==> config.mk <==
export PLATFORM = sky130hd
export DESIGN_NAME = modem_line_control_regs
export DESIGN_NICKNAME = d
export VERILOG_FILES = /design/src/line_ctl_pkg.sv /design/src/modem_line_control_regs.sv /design/src/tone_code_decode.sv
export SDC_FILE = /design/constraint.sdc
export NUM_CORES = 1
export LEC_CHECK = 0
export ABC_AREA = 1
export BUFFER_PORTS_ARGS = -buffer_cell sky130_fd_sc_hd__buf_2
export CORE_MARGIN = 4
export CORE_UTILIZATION = 50
export DETAILED_ROUTE_END_ITERATION = 8
export PLACE_DENSITY = 0.73
export SLEW_MARGIN = 40
export SYNTH_ARGS = -nofsm -noshare
export SYNTH_HDL_FRONTEND = slang
export SYNTH_SLANG_ARGS = --single-unit
==> constraint.sdc <==
create_clock -name core_clk_i -period 2.2 [get_ports core_clk_i]
set_input_delay 0.33 -clock core_clk_i [delete_from_list [all_inputs] [get_ports core_clk_i]]
set_output_delay 0.33 -clock core_clk_i [all_outputs]
set_load 0.05 [all_outputs]
==> src/line_ctl_pkg.sv <==
// Purpose: shared constants for the line control register block
// Assumes: 8-bit control byte, 7-bit status byte in upper bits
// Notes: tone codes and field positions
package line_ctl_pkg;
  localparam int unsigned DATA_W = 8;
  localparam int unsigned CODE_W = 5;
  localparam int unsigned FREQ_W = 11;
  // control byte fields
  localparam int unsigned CTL_MON_BIT = 7;
  localparam int unsigned CTL_HYB_BIT = 6;
  localparam int unsigned CTL_TXG_BIT = 5;
  localparam int unsigned CTL_CODE_MSB = 4;
  // status byte fields
  localparam int unsigned STS_MON_BIT = 7;
  localparam int unsigned STS_HYB_BIT = 6;
  localparam int unsigned STS_TXG_BIT = 5;
  localparam int unsigned STS_OBE_BIT = 4;
  localparam int unsigned STS_IBE_BIT = 3;
  localparam int unsigned STS_TONE_BIT = 2;
  localparam int unsigned STS_PWR_BIT = 1;
  localparam int unsigned STS_UNUSED_BIT = 0;
  // reset values: everything off, normal power
  localparam logic [7:0] CTL_RESET = 8'h00;
  // tone codes
  localparam logic [4:0] CODE_TERMINATE = 5'h00;
  localparam logic [4:0] CODE_STANDBY = 5'h07;
  localparam logic [4:0] CODE_SINGLE_LO = 5'h08;
  localparam logic [4:0] CODE_DTMF_LO = 5'h10;
  // tone frequencies in Hz
  localparam logic [10:0] F_697 = 11'h2B9;
  localparam logic [10:0] F_770 = 11'h302;
  localparam logic [10:0] F_852 = 11'h354;
  localparam logic [10:0] F_941 = 11'h3AD;
  localparam logic [10:0] F_1209 = 11'h4B9;
  localparam logic [10:0] F_1336 = 11'h538;
  localparam logic [10:0] F_1477 = 11'h5C5;
  localparam logic [10:0] F_1633 = 11'h661;
  localparam logic [10:0] F_NONE = 11'h000;
  typedef enum logic [1:0] {
    TONE_IDLE = 2'b00,
    TONE_SINGLE = 2'b01,
    TONE_DUAL = 2'b10,
    TONE_STANDBY = 2'b11
  } tone_mode_e;
endpackage

==> src/modem_line_control_regs.sv <==
// Purpose: control and status byte logic of a line interface
// Assumes: strobes and data arrive async, synchronised here
// Notes: write taken on rising edge of write strobe; no register
//   address, one byte each way
`timescale 1ns/1ps
module modem_line_control_regs
(
  input wire logic core_clk_i,
  input wire logic resetn_i,
  input wire logic clk_en_i,
  input wire logic cs_n_i,
  input wire logic rd_n_i,
  input wire logic wr_n_i,
  input wire logic [7:0] data_i,
  output logic [7:0] data_o,
  output logic data_oe_o,
  input wire logic out_band_energy_i,
  input wire logic in_band_energy_i,
  output logic monitor_audio_on_o,
  output logic hybrid_bypass_o,
  output logic line_tx_gate_o,
  output logic line_tx_pass_o,
  output logic [4:0] tone_code_o,
  output logic tone_active_o,
  output logic normal_power_flag_o,
  output logic [10:0] freq_lo_o,
  output logic [10:0] freq_hi_o
);
  // two-flop synchronisers for async pins
  logic [1:0] cs_n_sync;
  logic [1:0] rd_n_sync;
  logic [1:0] wr_n_sync;
  logic [1:0] obe_sync;
  logic [1:0] ibe_sync;
  logic [7:0] data_meta;
  logic [7:0] data_sync;
  logic wr_n_prev;
  logic [7:0] line_control_byte;
  wire logic wr_sel;
  wire logic wr_rise;
  wire logic rd_sel;
  wire logic [7:0] line_status_byte;
  wire logic [4:0] code_field;
  line_ctl_pkg::tone_mode_e tone_mode;
  wire logic [10:0] dec_lo;
  wire logic [10:0] dec_hi;
  wire logic next_tone_active;
  wire logic next_normal_power;
  wire logic next_tx_pass;

  always_ff @(posedge core_clk_i or negedge resetn_i)
  begin
    if (!resetn_i)
    begin
      cs_n_sync <= 2'h3;
      rd_n_sync <= 2'h3;
      wr_n_sync <= 2'h3;
      obe_sync <= 2'h0;
      ibe_sync <= 2'h0;
      data_meta <= 8'h00;
      data_sync <= 8'h00;
      wr_n_prev <= 1'b1;
    end
    else if (clk_en_i)
    begin
      cs_n_sync <= {cs_n_sync[0], cs_n_i};
      rd_n_sync <= {rd_n_sync[0], rd_n_i};
      wr_n_sync <= {wr_n_sync[0], wr_n_i};
      obe_sync <= {obe_sync[0], out_band_energy_i};
      ibe_sync <= {ibe_sync[0], in_band_energy_i};
      data_meta <= data_i;
      data_sync <= data_meta;
      wr_n_prev <= wr_n_sync[1] | cs_n_sync[1];
    end
  end

  // write completes when strobe pair releases
  assign wr_sel = ~wr_n_sync[1] & ~cs_n_sync[1];
  assign wr_rise = wr_n_prev == 1'b0 && !wr_sel;
  assign rd_sel = ~rd_n_sync[1] & ~cs_n_sync[1];

  // latch live whenever clock enabled, even in standby
  always_ff @(posedge core_clk_i or negedge resetn_i)
  begin
    if (!resetn_i)
      line_control_byte <= line_ctl_pkg::CTL_RESET;
    else if (clk_en_i && wr_rise)
      line_control_byte <= data_sync;
  end

  assign code_field =
    line_control_byte[line_ctl_pkg::CTL_CODE_MSB:0];

  tone_code_decode u_decode
  (
    .code_i(code_field),
    .mode_o(tone_mode),
    .freq_lo_o(dec_lo),
    .freq_hi_o(dec_hi)
  );

  // tone only for single and dual codes
  assign next_tone_active = (tone_mode == line_ctl_pkg::TONE_SINGLE) ||
    (tone_mode == line_ctl_pkg::TONE_DUAL);
  // any code but 7 leaves standby
  assign next_normal_power =
    tone_mode != line_ctl_pkg::TONE_STANDBY;
  // transmit reaches line only in two-wire mode
  assign next_tx_pass = line_control_byte[line_ctl_pkg::CTL_TXG_BIT] &
    ~line_control_byte[line_ctl_pkg::CTL_HYB_BIT];

  assign line_status_byte = {
    monitor_audio_on_o,
    hybrid_bypass_o,
    line_tx_gate_o,
    obe_sync[1],
    ibe_sync[1],
    tone_active_o,
    normal_power_flag_o,
    1'b0
  };

  always_ff @(posedge core_clk_i or negedge resetn_i)
  begin
    if (!resetn_i)
    begin
      monitor_audio_on_o <= 1'b0;
      hybrid_bypass_o <= 1'b0;
      line_tx_gate_o <= 1'b0;
      line_tx_pass_o <= 1'b0;
      tone_code_o <= 5'h00;
      tone_active_o <= 1'b0;
      normal_power_flag_o <= 1'b1;
      freq_lo_o <= 11'h000;
      freq_hi_o <= 11'h000;
    end
    else if (clk_en_i)
    begin
      monitor_audio_on_o <=
        line_control_byte[line_ctl_pkg::CTL_MON_BIT];
      hybrid_bypass_o <= line_control_byte[line_ctl_pkg::CTL_HYB_BIT];
      line_tx_gate_o <= line_control_byte[line_ctl_pkg::CTL_TXG_BIT];
      line_tx_pass_o <= next_tx_pass;
      tone_code_o <= code_field;
      tone_active_o <= next_tone_active;
      normal_power_flag_o <= next_normal_power;
      freq_lo_o <= dec_lo;
      freq_hi_o <= dec_hi;
    end
  end

  // read port drives bus while selected
  always_ff @(posedge core_clk_i or negedge resetn_i)
  begin
    if (!resetn_i)
    begin
      data_o <= 8'h00;
      data_oe_o <= 1'b0;
    end
    else if (clk_en_i)
    begin
      data_o <= line_status_byte;
      data_oe_o <= rd_sel;
    end
  end
endmodule // modem_line_control_regs

==> src/tone_code_decode.sv <==
// Purpose: decode a 5-bit tone code into mode and frequency pair
// Assumes: purely combinational, code already latched
// Notes: reserved codes decode as idle
`timescale 1ns/1ps
module tone_code_decode
(
  input wire logic [4:0] code_i,
  output line_ctl_pkg::tone_mode_e mode_o,
  output logic [10:0] freq_lo_o,
  output logic [10:0] freq_hi_o
);
  wire logic [2:0] low_sel;
  wire logic [2:0] row_sel;
  wire logic [1:0] col_sel;
  wire logic is_single;
  wire logic is_dual;
  logic [10:0] row_freq;
  logic [10:0] col_freq;
  logic [10:0] single_freq;
  logic [2:0] dtmf_row;
  logic [1:0] dtmf_col;

  assign low_sel = code_i[2:0];
  assign is_single = (code_i[4:3] == 2'b01);
  assign is_dual = code_i[4];
  assign row_sel = dtmf_row;
  assign col_sel = dtmf_col;

  // single tone order 697..1633
  always_comb
  begin
    unique case (low_sel)
      3'h0: single_freq = line_ctl_pkg::F_697;
      3'h1: single_freq = line_ctl_pkg::F_770;
      3'h2: single_freq = line_ctl_pkg::F_852;
      3'h3: single_freq = line_ctl_pkg::F_941;
      3'h4: single_freq = line_ctl_pkg::F_1209;
      3'h5: single_freq = line_ctl_pkg::F_1336;
      3'h6: single_freq = line_ctl_pkg::F_1477;
      3'h7: single_freq = line_ctl_pkg::F_1633;
    endcase
  end

  // dtmf: digit 0, 1-9, star, pound, then 1633 column
  always_comb
  begin
    unique case (code_i[3:0])
      4'h0: begin dtmf_row = 3'h3; dtmf_col = 2'h1; end
      4'h1: begin dtmf_row = 3'h0; dtmf_col = 2'h0; end
      4'h2: begin dtmf_row = 3'h0; dtmf_col = 2'h1; end
      4'h3: begin dtmf_row = 3'h0; dtmf_col = 2'h2; end
      4'h4: begin dtmf_row = 3'h1; dtmf_col = 2'h0; end
      4'h5: begin dtmf_row = 3'h1; dtmf_col = 2'h1; end
      4'h6: begin dtmf_row = 3'h1; dtmf_col = 2'h2; end
      4'h7: begin dtmf_row = 3'h2; dtmf_col = 2'h0; end
      4'h8: begin dtmf_row = 3'h2; dtmf_col = 2'h1; end
      4'h9: begin dtmf_row = 3'h2; dtmf_col = 2'h2; end
      4'hA: begin dtmf_row = 3'h3; dtmf_col = 2'h0; end
      4'hB: begin dtmf_row = 3'h3; dtmf_col = 2'h2; end
      4'hC: begin dtmf_row = 3'h0; dtmf_col = 2'h3; end
      4'hD: begin dtmf_row = 3'h1; dtmf_col = 2'h3; end
      4'hE: begin dtmf_row = 3'h2; dtmf_col = 2'h3; end
      4'hF: begin dtmf_row = 3'h3; dtmf_col = 2'h3; end
    endcase
  end

  always_comb
  begin
    unique case (row_sel[1:0])
      2'h0: row_freq = line_ctl_pkg::F_697;
      2'h1: row_freq = line_ctl_pkg::F_770;
      2'h2: row_freq = line_ctl_pkg::F_852;
      2'h3: row_freq = line_ctl_pkg::F_941;
    endcase
  end

  always_comb
  begin
    unique case (col_sel)
      2'h0: col_freq = line_ctl_pkg::F_1209;
      2'h1: col_freq = line_ctl_pkg::F_1336;
      2'h2: col_freq = line_ctl_pkg::F_1477;
      2'h3: col_freq = line_ctl_pkg::F_1633;
    endcase
  end

  assign mode_o = is_dual ? line_ctl_pkg::TONE_DUAL :
    is_single ? line_ctl_pkg::TONE_SINGLE :
    (code_i == line_ctl_pkg::CODE_STANDBY) ? line_ctl_pkg::TONE_STANDBY :
    line_ctl_pkg::TONE_IDLE;
  assign freq_lo_o = is_dual ? row_freq :
    (is_single ? single_freq : line_ctl_pkg::F_NONE);
  assign freq_hi_o = is_dual ? col_freq : line_ctl_pkg::F_NONE;
endmodule // tone_code_decode

==> out/metrics.yaml <==
portion_of_synthesized_cell_area_occupied_by_the_leading_cell_type: 0.501
yosysTopAreaCell: "dfrtp_1"
min_path_type: "in2reg"
drive_gt1_frac: 0.227
required_ns: 2.41
average_cell_area_after_synthesis_um2: 8.84
worst_r2r_path_depth: 9
first_iter_violations: 114
grt_max_degree: 46
setup_tns_ns: 0
power_density_nw_per_um2: 1330
dominant_combinational_cell_family_by_area_after_synthesis: "simple AND/OR/NAND/NOR gates"
dr_total_vias: 2469
dr_vias_cell: 4.90
ys_top_cells_by_count: "150 x nand2_1, 65 x dfrtp_1, 34 x o21ai_0, 23 x inv_1, 14 x ha_1"
die_h_um: 88.6
clk_pin_slew_ns: 0.07
gp_routability_congestion: 0.962
place_inst: 487
synth-seq-cells: 73
timing_worst_setup_path_type: "reg2reg"
globalRouteMet1Util: 0.240
final_area_um2: 3820
drt_first_pass_iters: 4
cp-start-kind: "flop"
number_of_global_route_vias_before_repair: 2339
max_cap_viol_count: 0
clock_path_buffers: 2
max_freq_ghz: 0.487
fp-row-count: 29
ys_top_cells_by_area: "dfrtp_1 50%, nand2_1 17%, dfstp_2 6.5%"
synth_edf_count: 0
drt.antenna.violating_nets: 0
rr_endpoint: "freq_lo_o[5]"
synth_cell_type_count: 28
hold_end: "wr_n_sync[0]"
status: "completed"
layout_min_cycle_time_ns: 2.05
hold-path-cell-count: 3
post_synthesis_adder_cell_area_fraction: 0.0540
diodes: 0
global_route.usage.met2: 0.279
stdcell_count: 504
clock_insertion_delay_worst_skew_ns: 0.33
power_leakage_nw: 2.05
report.final.hold_viol_count: 0
cts_tree: "yes"
initial_core_util: 0.514
post-route-period-util: 0.934
post-route-drc-count: 0
ioPinCount: 58
multi_input_area_um2: 1180
synth_compound_gate_area_share: 0.0872
post_synth_inst_count: 367
grt_busiest_layer: "met2"
tritoncts.num_buffers: 9
dpl-instance-area_um2: 3570
muxShareOfSynthArea: 0
r2r_setup_slack_ns: 0.15
groute.layer.met3.usage: 0.0428
clockRootBuffer: "clkbuf_8"
setup_violations: 0
grt_overflow: 0
cts_sinks: 73
post_drt_wl_per_cell_um: 12.3
synth_xor_xnor_area_share: 0
hpwlAfterDp_mm: 4.34
synth_sequential_area_ratio: 0.566
cts.repair_timing.setup_buffer_count: 0
io_buffers: 55
regArea_um2: 1840
area_growth_syn_to_fin_pct: 17.8
setup.worst_path.end_class: "flop"
final_wl_mm: 6.19
global_route.usage.total: 0.177
syn_area_um2: 3240
cp_max_fo: 7
grt_antenna_before_repair: 0
grt_first_pass_wirelength_mm: 10.8
max_h_tree_level: 3
asyncSetResetFlopFracSynth: 1.00
regToRegStartpoint: "line_control_byte[0]"
final.setup_skew_ns: 0.00879
finish.utilization: 0.605
drv_slew: 0
arrival_ns: 2.26
die_w_um: 88.6
die_area_um2: 7840
start_point_of_the_worst_hold_path: "wr_n_i"
synth.most_common_cell: "nand2_1"
synth_simple_gate_area_share: 0.219
design.final.nets: 452
synth_top_flop_cell: "dfrtp_1"
yosysWarningCount: 0
rsz_0062_raised_after_global_routing: "no"
core_region_area_um2: 6310
worst_ir_drop_vdd_mv: 0.785
num-fill-cells: 580
[layout by cell type (no fill, tap or decap), types with 3 or more instances in the layout]
master and n:
a21oi_1 7, buf_2 54, buf_4 7, bufinv_16 3, clkbuf_8 9, dfrtp_1 65
dfstp_2 8, ha_1 14, inv_1 23, inv_2 3, nand2_1 150, nand3_1 10
nor2_1 13, o211ai_1 3, o21ai_0 34
[cell families after synthesis]
group           Yosys count
buf+inv                  48
fa+ha+maj                14
flops                    73
other cells               1
simple gates            179
compound gates           52
[worst max path at each step]
stage,startpoint,endpoint,slack [ns],depth (start not counted)
6_report,line_control_byte[0],freq_lo_o[5],0.15,9
3_3_place_gp,line_control_byte[0],freq_lo_o[5],0.16,9
3_5_place_dp,line_control_byte[0],freq_lo_o[5],0.0002,9
4_1_cts,line_control_byte[0],freq_lo_o[5],0.07,9
2_1_floorplan,line_control_byte[0],freq_lo_o[0],0.29,9
5_1_grt,line_control_byte[0],freq_lo_o[5],0.01,9
[registers in the layout (all words and copies together) (netlist names), 2 cells and up]
signal	flops
cs_n_sync	2
ibe_sync	2
data_sync	8
freq_hi_o	9
data_o	7
tone_code_o	4
line_control_byte	8
freq_lo_o	11
obe_sync	2
wr_n_sync	2
rd_n_sync	2
data_meta	8
[stage by stage]
step / setup slack [ns] / power, W / hold slack, ns
3_3_place_gp: 0.155 / 0.00382 / 0.282
2_1_floorplan: 0.292 / 0.00339 / 0.0344
6_report: 0.146 / 0.00508 / 0.185
5_1_grt: 0.00997 / 0.00540 / 0.171
3_5_place_dp: 0.000178 / 0.00387 / 0.287
4_1_cts: 0.0669 / 0.00512 / 0.164
[per-layer routing]
layer | vias to the layer above | wire length (µm)
met5 | - | 0
met1 | 1143 | 2970
met4 | 0 | 85
met2 | 63 | 2800
li1 | 1253 | -
met3 | 10 | 329
[repair_timing]
| item | CTS | global route |
|---|---|---|
| hold buffers | 1 | 0 |
| gates resized for setup | 1 | 1 |
| endpoints found under the hold margin | 28 | 0 |
| setup endpoints to repair | 1 | 5 |
[worst max-delay path, cell delays in order, from the launching register on]
cell,delay [ns]
dfrtp_1,0.46
inv_1,0.16
ha_1,0.23
nor2_1,0.14
inv_1,0.07
a21oi_2,0.19
inv_1,0.08
ha_1,0.29
a21oi_2,0.21
a21oi_1,0.10
[power by group]
part / internal [W] / switching, W
sequential: 0.00165 / 0.000215
combinational: 0.000498 / 0.00149
clock: 0.000755 / 0.000472
[cell type report]
| type | count | share of cell area |
|---|---|---|
| clock buffer | 11 | 0.0344 |
| sequential | 73 | 0.481 |
| timing repair buffer | 63 | 0.0923 |
| inverter | 28 | 0.0301 |
| clock inverter | 5 | 0.0272 |
| multi-input combinational | 247 | 0.310 |
| tap | 77 | 0.0252 |
No activity file was read; power rests on OpenSTA's default activity.
